<file path="config.mk">
export PLATFORM = sky130hd
export DESIGN_NAME = dda_top
export DESIGN_NICKNAME = d
export VERILOG_FILES = /design/src/dda_sync.v /design/src/dda_clear_sync.v /design/src/dda_top.v
export VERILOG_INCLUDE_DIRS = /design/src
export SDC_FILE = /design/constraint.sdc
export NUM_CORES = 1
export LEC_CHECK = 0
export ABC_CLOCK_PERIOD_IN_PS = 2700
export BUFFER_PORTS_ARGS = -buffer_cell sky130_fd_sc_hd__buf_2
export CAP_MARGIN = 40
export CORE_MARGIN = 2
export CORE_UTILIZATION = 58
export CTS_CLUSTER_DIAMETER = 60
export DETAILED_ROUTE_END_ITERATION = 16
export PLACE_DENSITY = 0.85
export SLEW_MARGIN = 20
export SYNTH_ARGS = -nofsm -noshare
export SYNTH_HDL_FRONTEND = slang
export SYNTH_SLANG_ARGS = --single-unit
</file>
<file path="constraint.sdc">
create_clock -name clk -period 2.7 [get_ports clk]
set_clock_uncertainty 0.15 [all_clocks]
set_input_delay 0.405 -clock clk [delete_from_list [all_inputs] [get_ports clk]]
set_output_delay 0.405 -clock clk [all_outputs]
set_load 0.1 [all_outputs]
</file>
<file path="src/dda_map.vh">
// constants and bus map of the dual converter input logic
//
// Overview of operation
// - serial: clear low zeros shift and both converter registers immediately.
// - serial: selected clock edge shifts data into bit 23, rest moves downward.
// - serial: first transfer loads bits 23..12, bit 12 most significant.
// - serial: second transfer loads bits 11..0, bit 0 most significant.
// - serial: both transfers together load both converters at once.
// - 8+4: store with half bit low writes low byte from bits 7..0.
// - 8+4: half bit high writes high nibble from bits 3..0, bit 3 MSB.
// - 8+4: channel bit high steers the write to the second converter.
// - 8+4: transfer low, select high, store low updates both converters.
// - 8+4: transfer, select and store all low make converters transparent.
// - 12-bit: with store low, rising select edge loads bus into that converter.
// - 12-bit: store rising with one select low loads only that converter.
// - 12-bit: store rising with both selects low loads both converters.
`ifndef DDA_MAP_VH
`define DDA_MAP_VH

`define DDA_VARIANT_SERIAL 2'h0
`define DDA_VARIANT_BYTE 2'h1
`define DDA_VARIANT_WORD 2'h2

`define DDA_WORD_W 12
`define DDA_LOW_W 8
`define DDA_HIGH_W 4

`define DDA_OFS_CTRL 8'h00
`define DDA_OFS_FIRST 8'h04
`define DDA_OFS_SECOND 8'h08
`define DDA_OFS_SHIFT 8'h0c
`define DDA_OFS_COUNT 8'h10
`define DDA_OFS_INFO 8'h14
`define DDA_OFS_INPUT 8'h18
`define DDA_OFS_PINS 8'h1c

`define DDA_CTRL_HOLD_BIT 0
`define DDA_CTRL_RESET 1'h0
`define DDA_COUNT_W 16

`endif

</file>
<file path="src/dda_sync.v">
// two-stage synchroniser for a group of pin inputs
`default_nettype none
module dda_sync #(
    parameter WIDTH = 1
) (
    input wire clk,
    input wire srst,
    input wire [WIDTH-1:0] async_in,
    output reg [WIDTH-1:0] sync_out
);
    reg [WIDTH-1:0] meta;

    // meta feeds only the second stage
    always @(posedge clk) begin
        if (srst) begin
            meta <= {WIDTH{1'b1}};
            sync_out <= {WIDTH{1'b1}};
        end else begin
            meta <= async_in;
            sync_out <= meta;
        end
    end
endmodule // dda_sync
`default_nettype wire

</file>
<file path="src/dda_clear_sync.v">
// clear pin conditioner: asserts at once, releases on the clock
`default_nettype none
module dda_clear_sync (
    input wire clk,
    input wire clear_n,
    output reg release_n
);
    reg stage;

    // release is synchronised so no flop leaves clear on a racing edge
    always @(posedge clk or negedge clear_n) begin
        if (!clear_n) begin
            stage <= 1'b0;
            release_n <= 1'b0;
        end else begin
            stage <= 1'b1;
            release_n <= stage;
        end
    end
endmodule // dda_clear_sync
`default_nettype wire

</file>
<file path="src/dda_top.v">
// dual converter digital input logic with wishbone readback
//
// The implementer's own choices: the Wishbone slave port and the address map.
`include "dda_map.vh"
`default_nettype none
module dda_top #(
    parameter [1:0] VARIANT = `DDA_VARIANT_SERIAL,
    parameter WORD_W = `DDA_WORD_W,
    parameter LOW_W = `DDA_LOW_W,
    parameter COUNT_W = `DDA_COUNT_W
) (
    input wire clk,
    input wire srst,
    input wire clear_n,
    input wire link_clk,
    input wire serial_input,
    input wire select_n,
    input wire transfer_first_n,
    input wire transfer_second_n,
    input wire transfer_both_n,
    input wire store_strobe_n,
    input wire channel_select_bit,
    input wire half_select_bit,
    input wire select_first_n,
    input wire select_second_n,
    input wire [WORD_W-1:0] parallel_data,
    output reg [WORD_W-1:0] first_word,
    output reg [WORD_W-1:0] second_word,
    input wire [7:0] wb_adr_i,
    input wire [31:0] wb_dat_i,
    input wire [3:0] wb_sel_i,
    input wire wb_we_i,
    input wire wb_cyc_i,
    input wire wb_stb_i,
    output reg [31:0] wb_dat_o,
    output reg wb_ack_o
);
    localparam SHIFT_W = 2 * WORD_W;
    localparam HIGH_W = WORD_W - LOW_W;

    reg [SHIFT_W-1:0] shift_reg;
    reg hold_clear;
    reg [COUNT_W-1:0] count_first;
    reg [COUNT_W-1:0] count_second;
    reg first_lvl_d;
    reg second_lvl_d;
    wire first_lvl;
    wire second_lvl;
    wire [WORD_W-1:0] input_first;
    wire [WORD_W-1:0] input_second;
    wire [15:0] pin_view;
    wire clr_rel_n;
    wire wb_req;
    wire wb_write;
    wire first_pulse;
    wire second_pulse;
    reg [31:0] next_rdata;

    // bit order of a converter word is reversed against the shift chain
    function [WORD_W-1:0] reverse_word;
        input [WORD_W-1:0] v;
        integer i;
        begin
            for (i = 0; i < WORD_W; i = i + 1) begin
                reverse_word[WORD_W-1-i] = v[i];
            end
        end
    endfunction

    function [COUNT_W-1:0] bump;
        input [COUNT_W-1:0] c;
        begin
            bump = c + {{(COUNT_W-1){1'b0}}, 1'b1};
        end
    endfunction

    dda_clear_sync u_clear (
        .clk(clk),
        .clear_n(clear_n),
        .release_n(clr_rel_n)
    );

    generate
        if (VARIANT == `DDA_VARIANT_SERIAL) begin : g_serial
            wire [4:0] s;
            reg lclk_d;
            wire lclk_s;
            wire sin_s;
            wire sel_s;
            wire upa_s;
            wire upb_s;

            // data and clock share the synchroniser depth, so they stay aligned
            dda_sync #(.WIDTH(5)) u_sync (
                .clk(clk),
                .srst(srst),
                .async_in({link_clk, serial_input, select_n,
                           transfer_first_n, transfer_second_n}),
                .sync_out(s)
            );
            assign lclk_s = s[4];
            assign sin_s = s[3];
            assign sel_s = s[2];
            assign upa_s = s[1];
            assign upb_s = s[0];

            always @(posedge clk or negedge clr_rel_n) begin
                if (!clr_rel_n) begin
                    shift_reg <= {SHIFT_W{1'b0}};
                    first_word <= {WORD_W{1'b0}};
                    second_word <= {WORD_W{1'b0}};
                    // starts high like the synchroniser: no false edge
                    lclk_d <= 1'b1;
                end else if (srst || hold_clear) begin
                    shift_reg <= {SHIFT_W{1'b0}};
                    first_word <= {WORD_W{1'b0}};
                    second_word <= {WORD_W{1'b0}};
                    lclk_d <= 1'b1;
                end else begin
                    lclk_d <= lclk_s;
                    // rising link clock edge is the active edge
                    if (!sel_s && lclk_s && !lclk_d) begin
                        shift_reg <= {sin_s, shift_reg[SHIFT_W-1:1]};
                    end
                    // transfers are level driven; both low loads both
                    if (!upa_s) begin
                        first_word <= reverse_word(
                            shift_reg[SHIFT_W-1:WORD_W]);
                    end
                    if (!upb_s) begin
                        second_word <= reverse_word(
                            shift_reg[WORD_W-1:0]);
                    end
                end
            end

            assign first_lvl = !upa_s;
            assign second_lvl = !upb_s;
            assign input_first = reverse_word(shift_reg[SHIFT_W-1:WORD_W]);
            assign input_second = reverse_word(shift_reg[WORD_W-1:0]);
            assign pin_view = {11'h000, lclk_s, sin_s, sel_s, upa_s, upb_s};
        end else if (VARIANT == `DDA_VARIANT_BYTE) begin : g_byte
            wire [LOW_W+4:0] s;
            wire [LOW_W-1:0] bus_s;
            wire ch_s;
            wire half_s;
            wire sel_s;
            wire st_s;
            wire tb_s;
            wire write_on;
            wire update_on;
            wire transparent_on;
            reg [LOW_W-1:0] low_byte_first;
            reg [LOW_W-1:0] low_byte_second;
            reg [HIGH_W-1:0] high_nibble_first;
            reg [HIGH_W-1:0] high_nibble_second;
            reg [LOW_W-1:0] next_low_byte_first;
            reg [LOW_W-1:0] next_low_byte_second;
            reg [HIGH_W-1:0] next_high_nibble_first;
            reg [HIGH_W-1:0] next_high_nibble_second;

            dda_sync #(.WIDTH(LOW_W + 5)) u_sync (
                .clk(clk),
                .srst(srst),
                .async_in({parallel_data[LOW_W-1:0], channel_select_bit,
                           half_select_bit, select_n, store_strobe_n,
                           transfer_both_n}),
                .sync_out(s)
            );
            assign bus_s = s[LOW_W+4:5];
            assign ch_s = s[4];
            assign half_s = s[3];
            assign sel_s = s[2];
            assign st_s = s[1];
            assign tb_s = s[0];

            // input registers are level loaded while select and store are low
            assign write_on = !sel_s && !st_s;
            assign update_on = !tb_s && sel_s && !st_s;
            assign transparent_on = !tb_s && !sel_s && !st_s;

            always @* begin
                next_low_byte_first = low_byte_first;
                next_low_byte_second = low_byte_second;
                next_high_nibble_first = high_nibble_first;
                next_high_nibble_second = high_nibble_second;
                if (write_on) begin
                    if (!ch_s && !half_s) begin
                        next_low_byte_first = bus_s;
                    end else if (!ch_s && half_s) begin
                        next_high_nibble_first = bus_s[HIGH_W-1:0];
                    end else if (ch_s && !half_s) begin
                        next_low_byte_second = bus_s;
                    end else begin
                        next_high_nibble_second = bus_s[HIGH_W-1:0];
                    end
                end
            end

            always @(posedge clk or negedge clr_rel_n) begin
                if (!clr_rel_n) begin
                    low_byte_first <= {LOW_W{1'b0}};
                    low_byte_second <= {LOW_W{1'b0}};
                    high_nibble_first <= {HIGH_W{1'b0}};
                    high_nibble_second <= {HIGH_W{1'b0}};
                    first_word <= {WORD_W{1'b0}};
                    second_word <= {WORD_W{1'b0}};
                end else if (srst || hold_clear) begin
                    low_byte_first <= {LOW_W{1'b0}};
                    low_byte_second <= {LOW_W{1'b0}};
                    high_nibble_first <= {HIGH_W{1'b0}};
                    high_nibble_second <= {HIGH_W{1'b0}};
                    first_word <= {WORD_W{1'b0}};
                    second_word <= {WORD_W{1'b0}};
                end else begin
                    low_byte_first <= next_low_byte_first;
                    low_byte_second <= next_low_byte_second;
                    high_nibble_first <= next_high_nibble_first;
                    high_nibble_second <= next_high_nibble_second;
                    // transparent mode takes the word being written this cycle
                    if (update_on || transparent_on) begin
                        first_word <= {next_high_nibble_first,
                                       next_low_byte_first};
                        second_word <= {next_high_nibble_second,
                                        next_low_byte_second};
                    end
                end
            end

            always @(posedge clk) begin
                shift_reg <= {SHIFT_W{1'b0}};
            end

            assign first_lvl = update_on || transparent_on;
            assign second_lvl = update_on || transparent_on;
            assign input_first = {high_nibble_first, low_byte_first};
            assign input_second = {high_nibble_second, low_byte_second};
            assign pin_view = {3'h0, bus_s, ch_s, half_s, sel_s, st_s, tb_s};
        end else begin : g_word
            wire [WORD_W+2:0] s;
            wire [WORD_W-1:0] bus_s;
            wire csa_s;
            wire csb_s;
            wire st_s;
            reg csa_d;
            reg csb_d;
            reg st_d;
            wire a_rise;
            wire b_rise;
            wire st_rise;
            wire load_a;
            wire load_b;

            // bus and strobes share the synchroniser depth, so they stay aligned
            dda_sync #(.WIDTH(WORD_W + 3)) u_sync (
                .clk(clk),
                .srst(srst),
                .async_in({parallel_data, select_first_n, select_second_n,
                           store_strobe_n}),
                .sync_out(s)
            );
            assign bus_s = s[WORD_W+2:3];
            assign csa_s = s[2];
            assign csb_s = s[1];
            assign st_s = s[0];

            assign a_rise = csa_s && !csa_d;
            assign b_rise = csb_s && !csb_d;
            assign st_rise = st_s && !st_d;
            assign load_a = (a_rise && !st_s) || (st_rise && !csa_s);
            assign load_b = (b_rise && !st_s) || (st_rise && !csb_s);

            // no clear pin in this variant; srst and software clear only
            always @(posedge clk) begin
                if (srst || hold_clear) begin
                    csa_d <= 1'b1;
                    csb_d <= 1'b1;
                    st_d <= 1'b1;
                    first_word <= {WORD_W{1'b0}};
                    second_word <= {WORD_W{1'b0}};
                end else begin
                    csa_d <= csa_s;
                    csb_d <= csb_s;
                    st_d <= st_s;
                    // both selects low at a store edge loads the same word twice
                    if (load_a) begin
                        first_word <= bus_s;
                    end
                    if (load_b) begin
                        second_word <= bus_s;
                    end
                end
            end

            always @(posedge clk) begin
                shift_reg <= {SHIFT_W{1'b0}};
            end

            assign first_lvl = load_a;
            assign second_lvl = load_b;
            assign input_first = bus_s;
            assign input_second = bus_s;
            assign pin_view = {1'b0, bus_s, csa_s, csb_s, st_s};
        end
    endgenerate

    // load counters see the start of each load; the pulse beats a clear
    assign first_pulse = first_lvl && !first_lvl_d;
    assign second_pulse = second_lvl && !second_lvl_d;

    assign wb_req = wb_cyc_i && wb_stb_i && !wb_ack_o;
    assign wb_write = wb_req && wb_we_i;

    always @(posedge clk) begin
        if (srst) begin
            first_lvl_d <= 1'b0;
            second_lvl_d <= 1'b0;
            count_first <= {COUNT_W{1'b0}};
            count_second <= {COUNT_W{1'b0}};
        end else begin
            first_lvl_d <= first_lvl;
            second_lvl_d <= second_lvl;
            if (first_pulse) begin
                count_first <= bump(count_first);
            end else if (wb_write && wb_adr_i == `DDA_OFS_COUNT &&
                         wb_sel_i[0]) begin
                count_first <= {COUNT_W{1'b0}};
            end
            if (second_pulse) begin
                count_second <= bump(count_second);
            end else if (wb_write && wb_adr_i == `DDA_OFS_COUNT &&
                         wb_sel_i[2]) begin
                count_second <= {COUNT_W{1'b0}};
            end
        end
    end

    // read mux; unmapped offsets read zero and still acknowledge
    always @* begin
        next_rdata = 32'h00000000;
        if (wb_adr_i == `DDA_OFS_CTRL) begin
            next_rdata[`DDA_CTRL_HOLD_BIT] = hold_clear;
        end else if (wb_adr_i == `DDA_OFS_FIRST) begin
            next_rdata[WORD_W-1:0] = first_word;
        end else if (wb_adr_i == `DDA_OFS_SECOND) begin
            next_rdata[WORD_W-1:0] = second_word;
        end else if (wb_adr_i == `DDA_OFS_SHIFT) begin
            next_rdata[SHIFT_W-1:0] = shift_reg;
        end else if (wb_adr_i == `DDA_OFS_COUNT) begin
            next_rdata[COUNT_W-1:0] = count_first;
            next_rdata[16+COUNT_W-1:16] = count_second;
        end else if (wb_adr_i == `DDA_OFS_INFO) begin
            next_rdata[1:0] = VARIANT;
        end else if (wb_adr_i == `DDA_OFS_INPUT) begin
            next_rdata[WORD_W-1:0] = input_first;
            next_rdata[16+WORD_W-1:16] = input_second;
        end else if (wb_adr_i == `DDA_OFS_PINS) begin
            next_rdata[15:0] = pin_view;
        end
    end

    always @(posedge clk) begin
        if (srst) begin
            wb_ack_o <= 1'b0;
            wb_dat_o <= 32'h00000000;
            hold_clear <= `DDA_CTRL_RESET;
        end else begin
            wb_ack_o <= wb_req;
            if (wb_req && !wb_we_i) begin
                wb_dat_o <= next_rdata;
            end
            if (wb_write && wb_adr_i == `DDA_OFS_CTRL && wb_sel_i[0]) begin
                hold_clear <= wb_dat_i[`DDA_CTRL_HOLD_BIT];
            end
        end
    end
endmodule // dda_top
`default_nettype wire

</file>
# == Yosys cells after proc, flatten, opt, wreduce, memory -nomap -nowiden ==
# Index checks and enable logic that the tools add are counted.
# Widths: inputs -> output; s select.
# totals
elab_cells,92
register_bits,129
out_inout_bits,57
inputBits,73
# classes
reduce_logical,26
n_eq_ne,9
mux,40
add_sub_neg,2
# op_table
op,n
$mux 16,11
$mux 12,14
$mux 24,3
$mux 20,2
$add 16x1->16 const B,2
$eq 8x5->1 const B,4
$mux 31,1
$mux 28,1
$mux 26,1
$eq 8x4->1 const B,2
$logic_and 1x1->1,13
$eq 8x3->1 const B,1
$logic_not 1->1,8
$logic_not 8->1,1
$mux 4,2
$mux 8,1
$reduce_bool 2->1,3
$mux 5,1
$ne 2x2->1 const B,2
$mux 1,2
$mux 2,1
$logic_or 1x1->1,1

# == Logic depth before layout (Yosys ltp) ==
# Gate-level depths: netlist (run 1).
# depth
ltp_word,22
depth_mapped,7
depth_no_buf,6

# == Modules after synthesis ==
# Synthesis (run 1) repeated with hierarchy kept, for this count alone.
# unflattened
cells_unflattened,665
area_unflattened_um2,5891.9
# by_module_without_submodules
mod,area_per_inst_um2,cells_per_inst,seq_area_each_um2,instances
dda_top,5575.3,642,2588.7,1
dda_sync,262.8,20,200.2,1
dda_clear_sync,53.8,3,50.0,1

# == Worst setup path after synthesis (run 1) ==
# No wires, ideal clock.
# synth_timing
kind,reg2reg
from,register wb_ack_o
to,register wb_dat_o[2]
t_arrival_ps,2480
n_path_buf,3
period_less_slack_ps,2726
path_slack_ps,-26
required_time_ps,2455
stages_incl_launch_ff,8
setup_ps,95
cell_sequence,dfxtp_1 > nand3b_1 > or2_2 > clkbuf_1 > clkbuf_1 > clkbuf_1 > nand2_1 > a221oi_1
# synth_between
elab_chain_cells,3
# synth_rtl
element,line,rtl
from (decl),dda_top.v:36,output reg wb_ack_o
from (signal assigned),dda_top.v:368,wb_ack_o <= wb_req;
$logic_not 1->1,dda_top.v:311,assign wb_req = wb_cyc_i && wb_stb_i && !wb_ack_o;
$logic_and 1x1->1,dda_top.v:311,
$logic_and 1x1->1,dda_top.v:369,if (wb_req && !wb_we_i) begin
to (signal assigned),dda_top.v:370,wb_dat_o <= next_rdata;
to (decl),dda_top.v:35,"output reg [31:0] wb_dat_o,"
# Every way passes these cells.
# A chain may end at the register's enable or synchronous reset.

# == Worst setup path after layout (run 1) ==
# layout_timing
from,register wb_ack_o
to,register wb_dat_o[9]
# The elaborated chain is that of the path after synthesis.

==> run summary, run 1 <==
status -> finished clean
final hold violations -> 0
initial antenna violation count -> 0
Area Growth Syn to Fin -> 20.4%
vias per cell -> 6.22
number of flip-flops under the largest register name -> 32
fmax -> 454 MHz
Crit Path Category -> flop to flop
Port Buf Inserts -> 78
Worst EP required -> 2960 ps
setup_tns -> 0 ps
Layout fillers -> 773
first-pass GRT wire length -> 27.4 mm
row count -> 36
Tot GR Track Use -> 0.322
syn_area_per_cell -> 8.79 sq um
fin crit period -> 2200 ps
Post-Syn Area -> 5880 sq um
Core Region -> 9820 sq um
CTS tree -> built
Die X -> 105 um
CTS resizes -> 0
Die H -> 105 um
Worst setup EP type -> flop
Distinct cells, synth -> 53
Post-synth EDFFs -> 0
clk buf depth -> 2
H-tree depth -> 4
GP Congestion -> 0.968
PnR worst setup slack -> 497 ps
internal reg-to-reg setup slack -> 500 ps
drt total wl -> 16.9 mm
hold_buf cts -> 8
Top FF cell, synth -> dfxtp_1
final period utilization -> 0.816
post-synthesis sequential element count -> 129
# IOs -> 130
Peak VDD IR -> 0.000511 V
critical path arrival -> 2470 ps
DP HPWL -> 11.7 mm
total setup buffers inserted after CTS -> 0
Mapped Cells -> 669
worst hold path type -> flop to asynchronous set/reset pin
# DRC -> 0
reg2reg end -> wb_dat_o[9]
reg2reg start -> wb_ack_o
RSZ-0062 raised after global routing -> no
max_cap viols -> 0
PD cells -> 635 nW/um^2
Seq/Total Area, Yosys -> 0.483
fin. max-slew vios -> 0
Clock Sinks -> 129
top cell type's share of synthesized area -> 0.266
most frequent cells in the layout -> nand2_1, a21oi_1, buf_2
reg2reg path depth -> 5
clock buffer count from CTS -> 17
Clock Tree Root -> clkbuf_8
Yosys warning count -> 0
clk slew on worst S/H paths -> 60 ps
Routed WL per cell -> 18.9 um
cells taking the most area after synthesis -> dfxtp_1, dfrtp_1, a21oi_1
slew margin rel. -> 0.423
clk_lat worst skew -> 540 ps
DP Worst Slack -> 165 ps
ys async rst share -> 0.395
share of layout cells above drive strength 1 -> 0.202
Leakage -> 3.03 nW
CP Max Fanout -> 15
Post-Syn Nets -> 744
Routed Antenna Nets -> 0
Vias -> 5,565
die area -> 11,000 sq um
first-pass iteration count of the detailed router -> 8
crit path launch type -> flop
Worst-Margin Slew -> 866 ps
Initial Utilization -> 0.599
Starting DRT DRC Count -> 559
largest net degree at the start of global routing -> 49
Finish-stage setup viols -> 0
vias in the first global route -> 5,419
Nets -> 823
n_diodes -> 0
final hold slack -> 34.8 ps
gr ovfl total -> 0
dominant cell type by area after synthesis -> dfxtp_1
commonest non-fill, non-tap cell in the layout -> nand2_1
[kinds of logic (layout without fill, tap and decap cells)]
kind of cell / Yosys count / count (layout) / synth area share
and+or+nand+nor: 273 / 273 / 0.223
AOI/OAI and AO/OA: 173 / 173 / 0.182
DFF: 129 / 129 / 0.483
buffers and inverters: 47 / 139 / 0.0326
muxes: 37 / 37 / 0.0643
xor gates and xnor gates: 7 / 7 / 0.0104
adders and majority gates: 2 / 2 / 0.00426
other: 1 / 1 / 0.000638
[through the flow]
stage               power, mW   util  area [sq um]  cells
finish                   4.49  0.721          7080    894
global route             4.61  0.721          7080    894
CTS                      4.50  0.721          7080    894
detailed placement       2.20  0.652          6400    854
global placement         2.19  0.650          6380    853
floorplan                2.13      -          5880    669
[layout make-up]
type | instances | area, sq um | share of cell area
flip-flops and latches | 129 | 2840 | 0.401
clock inverters | 8 | 126 | 0.0179
repair buffers | 103 | 611 | 0.0862
well taps | 133 | 166 | 0.0235
multi-input cells | 493 | 2850 | 0.402
inverters | 4 | 15.0 | 0.00212
clock buffers | 24 | 472 | 0.0666
[layer usage]
| layer | track usage | vias up | wire [um] |
|---|---|---|---|
| met4 | 0.170 | 0 | 704 |
| li1 | - | 2556 | - |
| met3 | 0.0848 | 56 | 1570 |
| met1 | 0.402 | 2658 | 6530 |
| met2 | 0.514 | 295 | 8110 |
| met5 | 0 | - | 0 |
[worst max-delay path, cell delays in order, from the launching register on]
cell,delay (ps)
dfxtp_2,310
nand3b_1,270
or2_2,500
or3_1,570
a21oi_1,200
nor4_1,70
[worst max path at each step]
stage | from | to | cells past startpoint
floorplan | wb_ack_o | wb_dat_o[2] | 7
global placement | wb_adr_i[5] | wb_dat_o[27] | 6
detailed placement | wb_adr_i[4] | wb_dat_o[24] | 6
CTS | wb_ack_o | wb_dat_o[11] | 5
global route | wb_ack_o | wb_dat_o[9] | 5
finish | wb_ack_o | wb_dat_o[9] | 5
[Yosys cell counts, types with 3 or more instances]
cell type   n
nand2_1    98
a21oi_1    79
dfxtp_1    78
nor2_1     72
dfrtp_1    50
clkbuf_1   34
mux2i_1    31
o21ai_0    30
nand3_1    26
a221oi_1   16
or2_2      16
a22o_1     12
nor3_1     11
nor4_1     11
o21a_1      7
o31ai_1     7
and3_1      6
buf_2       6
mux2_2      6
or3_1       5
xnor2_1     5
a211oi_1    4
a311oi_1    4
a31oi_1     4
inv_1       4
nand4_1     4
and2_1      3
nand2b_1    3
nor4_2      3
or4_1       3
[power breakdown]
| part | total, mW | internal [mW] | switching, mW | leakage, nW |
|---|---|---|---|---|
| Combinational | 0.224 | 0.0703 | 0.154 | 1.41 |
| Clock | 2.32 | 1.49 | 0.833 | 0.281 |
| Sequential | 1.95 | 1.93 | 0.0145 | 1.34 |
Note: power is estimated with default switching activity, not from simulation.
==> inputs of run 2 (changes only) <==
--- a/config.mk
+++ b/config.mk
@@ -6,14 +6,14 @@
 export SDC_FILE = /design/constraint.sdc
 export NUM_CORES = 1
 export LEC_CHECK = 0
-export ABC_CLOCK_PERIOD_IN_PS = 2700
+export ABC_CLOCK_PERIOD_IN_PS = 1900
 export BUFFER_PORTS_ARGS = -buffer_cell sky130_fd_sc_hd__buf_2
 export CAP_MARGIN = 40
 export CORE_MARGIN = 2
-export CORE_UTILIZATION = 58
+export CORE_UTILIZATION = 49
 export CTS_CLUSTER_DIAMETER = 60
 export DETAILED_ROUTE_END_ITERATION = 16
-export PLACE_DENSITY = 0.85
+export PLACE_DENSITY = 0.76
 export SLEW_MARGIN = 20
 export SYNTH_ARGS = -nofsm -noshare
 export SYNTH_HDL_FRONTEND = slang
==> constraint.sdc (replaced) <==
create_clock -name clk -period 1.9 [get_ports clk]
set_clock_uncertainty 0.15 [all_clocks]
set_input_delay 0.285 -clock clk [delete_from_list [all_inputs] [get_ports clk]]
set_output_delay 0.285 -clock clk [all_outputs]
set_load 0.1 [all_outputs]
==> run 2 against run 1 <==
Net effect:
- design area rose by 8.0%
- final cell count is 7.3% higher
- routed wire length up 7.3%
- worst hold slack got worse by 12 ps
- die area grew 18%
- sequential share of layout area is 2.9 points lower
- sequential power grew 42%
- critical path depth rose by 2
- largest power group unchanged
==> run summary, run 2 (same netlist as run 1, synthesis figures left out) <==
die area -> 12,900 sq um (+18%)
Psw -> 1.50 mW (+50%)
commonest non-fill, non-tap cell in the layout -> nand2_1
Tot GR Track Use -> 0.287 (-0.0353)
Leakage -> 3.35 nW (+11%)
status -> finished clean
Final Cell Area -> 7650 sq um (+8.0%)
n_diodes -> 0 (unchanged)
Area Growth Syn to Fin -> 30.1%
max_cap viols -> 0 (unchanged)
clk slew on worst S/H paths -> 50 ps (about the same)
clk buf depth -> 2 (unchanged)
Starting DRT DRC Count -> 681 (+22%)
first-pass GRT wire length -> 28.3 mm (+3.0%)
Worst EP required -> 2070 ps (-890 ps)
total setup buffers inserted after CTS -> 0 (unchanged)
Routed Antenna Nets -> 0 (unchanged)
internal reg-to-reg setup slack -> 70 ps (-430 ps)
Worst-Margin Slew -> 535 ps (-330 ps)
sequential share of power -> 0.423 (-0.010)
Combinational Power Share -> 0.056 (+0.006)
Core Region -> 11,900 sq um (+21%)
PD cells -> 855 nW/um^2 (+35%)
Die X -> 114 um (+8.5%)
clk_lat worst skew -> 430 ps (-110 ps)
Routed WL per cell -> 18.9 um (about the same)
first-pass iteration count of the detailed router -> 8 (unchanged)
placed instance area -> 6880 sq um (+7.5%)
fin. max-slew vios -> 0 (unchanged)
Vias -> 5,758 (+3.5%)
number of flip-flops under the largest register name -> 32 (unchanged)
GP Congestion -> 0.968 (about the same)
row count -> 40 (+11%)
PnR worst setup slack -> 64.8 ps (-432 ps)
fin crit period -> 1840 ps
worst hold path type -> input pin to asynchronous set/reset pin
CTS tree -> built
Int Pwr -> 5.04 mW (+44%)
reg2reg start -> count_first[0]
Nets -> 874 (+6.2%)
largest net degree at the start of global routing -> 41 (-16%)
Die H -> 114 um (+8.5%)
crit path launch type -> input pin
# DRC -> 0 (unchanged)
CP Max Fanout -> 7 (-8)
vias in the first global route -> 5,438 (+0.35%)
fmax -> 545 MHz
Peak VDD IR -> 0.000655 V (+28%)
share of layout cells above drive strength 1 -> 0.283 (+0.0809)
slew margin rel. -> 0.643 (+0.220)
H-tree depth -> 4 (unchanged)
Finish-stage setup viols -> 0 (unchanged)
switching fraction of total power -> 0.229 (+0.00602)
RSZ-0062 raised after global routing -> yes
# IOs -> 130 (unchanged)
Initial Utilization -> 0.496 (-0.103)
final period utilization -> 0.966
gr ovfl total -> 0 (unchanged)
final hold violations -> 0 (unchanged)
clock buffer count from CTS -> 17 (unchanged)
initial antenna violation count -> 0 (unchanged)
DP Worst Slack -> -328 ps (-493 ps)
drt total wl -> 18.2 mm (+7.3%)
Crit Path Category -> input pin to flop
reg2reg end -> count_first[12]
critical path arrival -> 2010 ps (-460 ps)
Clock Tree Root -> clkbuf_16
Port Buf Inserts -> 78 (unchanged)
Clock power frac -> 0.521 (+0.004)
most frequent cells in the layout -> nand2_1, buf_2, dfxtp_1
DP HPWL -> 12.8 mm (+9.3%)
reg2reg path depth -> 5 (unchanged)
Clock Sinks -> 129 (unchanged)
Worst setup EP type -> flop
vias per cell -> 6.00 (-3.5%)
==> run 2: cell types whose count changed in the layout (fill, tap and decap cells not counted), moves of 2 or more <==
cell,change
buf_4,+49
clkinvlp_4,-2
nor2_1,-4
a21oi_1,-8
nor4_4,+2
or2_2,-2
nor2_2,+4
clkinv_4,+4
nor4_1,-3
a21oi_2,+8
or2_4,+2
clkbuf_1,-5
==> run 2: critical path, cell delays in order <==
cell and delay (ps):
buf_2 100, or4b_4 610, nor4_4 190, buf_4 200, a21oi_1 90, o21a_1 220
nor4_2 300
==> run 2: final cells by class <==
type	count	area, sq um
clock buffer	20	467
clock inverter	12	155
fill	950	4210
inverter	4	15.0
multi-input combinational	493	2950
sequential	129	2850
tap	147	184
timing repair buffer	154	1030
==> run 2: per-stage QoR <==
stage	util	hold WS, ps	cells	power [mW]	TNS, ps
3_3_place_gp	0.578	-79.7	918	3.15	-8550
6_report	0.645	23.0	959	6.54	0
4_1_cts	0.640	5.48	958	6.55	0
5_1_grt	0.645	22.8	959	6.72	-41.8
3_5_place_dp	0.580	-77.2	919	3.16	-10190
2_1_floorplan	-	-161	669	3.03	-1530
==> run 2: repair_timing <==
item / CTS / global route
cloned: 0 / 0
resized for setup: 3 / 10
hold endpoints to repair: 8 / 0
endpoints found under the setup margin: 10 / 8
hold buffers: 7 / 0
pin swaps: 0 / 0
==> run 2: worst max path at each step <==
stage / start / end / slack (ps) / depth (start not counted)
CTS: wb_ack_o / count_first[6] / 40 / 6
finish: wb_adr_i[5] / wb_dat_o[11] / 60 / 7
floorplan: wb_ack_o / wb_dat_o[11] / -140 / 7
global route: count_first[0] / count_first[12] / -30 / 5
global placement: wb_adr_i[5] / count_second[11] / -270 / 7
detailed placement: wb_adr_i[5] / count_second[15] / -330 / 7
==> run 2: metal layers <==
| layer | global-route usage | up-vias | routed length, um | part of all wire |
|---|---|---|---|---|
| li1 | - | 2660 | - | - |
| met1 | 0.363 | 2738 | 7220 | 0.40 |
| met2 | 0.463 | 314 | 8700 | 0.48 |
| met3 | 0.0824 | 46 | 1710 | 0.094 |
| met4 | 0.120 | 0 | 527 | 0.029 |
| met5 | 0 | - | 0 | 0 |
==> run 2: power groups by stage <==
stage               sequential (mW)  clock, mW  combinational (mW)
finish                         2.77       3.41               0.366
global placement               2.82          0               0.329
floorplan                      2.86          0               0.167
global route                   2.77       3.55               0.392
detailed placement             2.82          0               0.343
CTS                            2.77       3.43               0.358
==> inputs of run 3 (changes only) <==
--- a/config.mk
+++ b/config.mk
@@ -9,7 +9,8 @@
 export ABC_CLOCK_PERIOD_IN_PS = 1900
 export BUFFER_PORTS_ARGS = -buffer_cell sky130_fd_sc_hd__buf_2
 export CAP_MARGIN = 40
-export CORE_MARGIN = 2
+export CORE_ASPECT_RATIO = 0.5
+export CORE_MARGIN = 3
 export CORE_UTILIZATION = 49
 export CTS_CLUSTER_DIAMETER = 60
 export DETAILED_ROUTE_END_ITERATION = 16
==> run 3 against run 2 <==
Net effect:
- the run now ends with negative setup slack left
- register-to-register slack worse by 80 ps
- flip-flop and latch count is the same
- sequential power about the same
- largest power group unchanged
- highest routed layer unchanged
==> run summary, run 3 (same netlist as run 1, synthesis figures left out) <==
placed instance area -> 6930 sq um (+0.73%)
clk slew on worst S/H paths -> 60 ps (about the same)
failing checks -> negative setup slack
Peak VDD IR -> 0.000557 V (-15%)
n_diodes -> 0 (unchanged)
Worst EP required -> 2050 ps (-20 ps)
RSZ-0062 raised after global routing -> yes
share of layout cells above drive strength 1 -> 0.290 (+0.00687)
H-tree depth -> 4 (unchanged)
critical path arrival -> 2070 ps (+60 ps)
number of flip-flops under the largest register name -> 32 (unchanged)
sequential share of power -> 0.430 (+0.007)
Vias -> 5,798 (+0.69%)
most frequent cells in the layout -> nand2_1, buf_2, dfxtp_1
# DRC -> 0 (unchanged)
Final Cell Area -> 7710 sq um (+0.88%)
reg2reg path depth -> 6 (+1)
slowest CP cell -> dfxtp_4
Final Power -> 6.43 mW (-1.7%)
CP max stage delay -> 330 ps (-280 ps)
status -> finished with violations
Nets -> 872 (-0.23%)
delay-heaviest family, CP -> simple AND/OR/NAND/NOR gates
worst hold path type -> input pin to asynchronous set/reset pin
Clock Tree Root -> clkbuf_16
Critical Path End -> wb_dat_o[7]
initial antenna violation count -> 0 (unchanged)
internal reg-to-reg setup slack -> -10 ps (-80 ps)
clock buffer count from CTS -> 17 (unchanged)
max_cap viols -> 0 (unchanged)
Die H -> 83.4 um (-26%)
Tot GR Track Use -> 0.268 (-0.0188)
largest net degree at the start of global routing -> 43 (+4.9%)
fin crit period -> 1910 ps (+77.0 ps)
fin. max-slew vios -> 0 (unchanged)
clk_lat worst skew -> 420 ps (about the same)
switching fraction of total power -> 0.234 (+0.00469)
CP Max Fanout -> 25 (+18)
setup_tns -> -12.2 ps (-12.2 ps)
total setup buffers inserted after CTS -> 0 (unchanged)
clk buf depth -> 2 (unchanged)
GP Congestion -> 0.960 (-0.86%)
fmax -> 523 MHz (-4.0%)
Worst setup EP type -> flop
DP HPWL -> 12.7 mm (-0.70%)
first-pass iteration count of the detailed router -> 6 (-2)
Critical Path, Cell by Cell -> nand3b_1 > or2_4 > buf_12 > a221oi_2 > o21a_1 > nor4_1
reg2reg start -> wb_ack_o
CTS tree -> built
Crit Path Category -> flop to flop
Leakage -> 3.36 nW (+0.18%)
Crit. Startpoint -> wb_ack_o
reg2reg end -> wb_dat_o[7]
vias per cell -> 5.98 (-0.34%)
Core Region -> 11,400 sq um (-4.3%)
Area Growth Syn to Fin -> 31.2%
Finish-stage setup viols -> 1 (+1)
Initial Utilization -> 0.518 (+0.0223)
vias in the first global route -> 5,422 (-0.29%)
Combinational Power Share -> 0.058 (+0.002)
Starting DRT DRC Count -> 589 (-14%)
PnR worst setup slack -> -12.2 ps (-77.0 ps)
die area -> 13,400 sq um (+4.2%)
final period utilization -> 1.01 (+0.0405)
Routed WL per cell -> 18.4 um (-2.8%)
DP Worst Slack -> -273 ps (+54.6 ps)
Port Buf Inserts -> 78 (unchanged)
first-pass GRT wire length -> 28.5 mm (+0.98%)
Int Pwr -> 4.93 mW (-2.3%)
drt total wl -> 17.8 mm (-1.8%)
commonest non-fill, non-tap cell in the layout -> nand2_1
# IOs -> 130 (unchanged)
Clock Sinks -> 129 (unchanged)
PD cells -> 833 nW/um^2 (-2.6%)
crit path launch type -> flop
Routed Antenna Nets -> 0 (unchanged)
Clock power frac -> 0.512 (-0.009)
WP buf/inv -> 1 (-1)
final hold violations -> 0 (unchanged)
WP depth -> 6 (-1)
row count -> 27 (-33%)
Die X -> 161 um (+42%)
gr ovfl total -> 0 (unchanged)
Psw -> 1.50 mW (+0.28%)
-- run 3: changes by cell type in the layout (fill, tap and decap cells not counted), sizes merged --
cell,before,now
inv,5,7
bufinv,3,2
buf,147,145
clkinvlp,1,2
clkbuf,20,21
clkinv,7,4
-- run 3: worst min path at each step --
stage               startpoint           endpoint  slack [ps]  cells after the start
floorplan              clear_n  u_clear.release_n        -160                      0
global placement       clear_n      u_clear.stage         -80                      1
detailed placement     clear_n      u_clear.stage         -80                      1
CTS                    clear_n      u_clear.stage          20                      2
global route           clear_n      u_clear.stage          40                      2
finish                 clear_n      u_clear.stage          20                      2
-- run 3: cell type report --
class | instances | area, sq um
repair buffers | 152 | 1070
fillers | 892 | 3640
inverters | 4 | 15.0
flip-flops and latches | 129 | 2850
clock inverters | 11 | 129
well taps | 159 | 199
multi-input cells | 493 | 2980
clock buffers | 21 | 470
-- run 3: power by group through the flow --
stage	Clock, mW	Sequential, mW	Combinational (mW)
2_1_floorplan	0	2.86	0.167
3_3_place_gp	0	2.82	0.332
3_5_place_dp	0	2.82	0.345
4_1_cts	3.31	2.77	0.358
5_1_grt	3.43	2.77	0.401
6_report	3.29	2.77	0.371
-- run 3: what timing repair did --
item                                    CTS  global route
endpoints found under the setup margin    0            46
hold endpoints to repair                  8             0
gates resized for setup                   0            24
hold buffers                              7             0
-- run 3: routing by layer --
| metal | wire, um | share of wire | vias up | GRT usage |
|---|---|---|---|---|
| met2 | 7700 | 0.43 | 322 | 0.400 |
| met4 | 493 | 0.028 | 0 | 0.105 |
| met5 | 0 | 0 | - | 0 |
| met1 | 7820 | 0.44 | 2766 | 0.376 |
| met3 | 1820 | 0.10 | 55 | 0.0648 |
| li1 | - | - | 2655 | - |
-- run 3: through the flow --
step	hold WS, ps	instances	utilization
final	21.1	969	0.680
after global routing	39.5	969	0.680
after CTS	16.4	968	0.670
after detailed placement	-75.5	929	0.611
after global placement	-78.2	928	0.608
after floorplan	-161	669	-
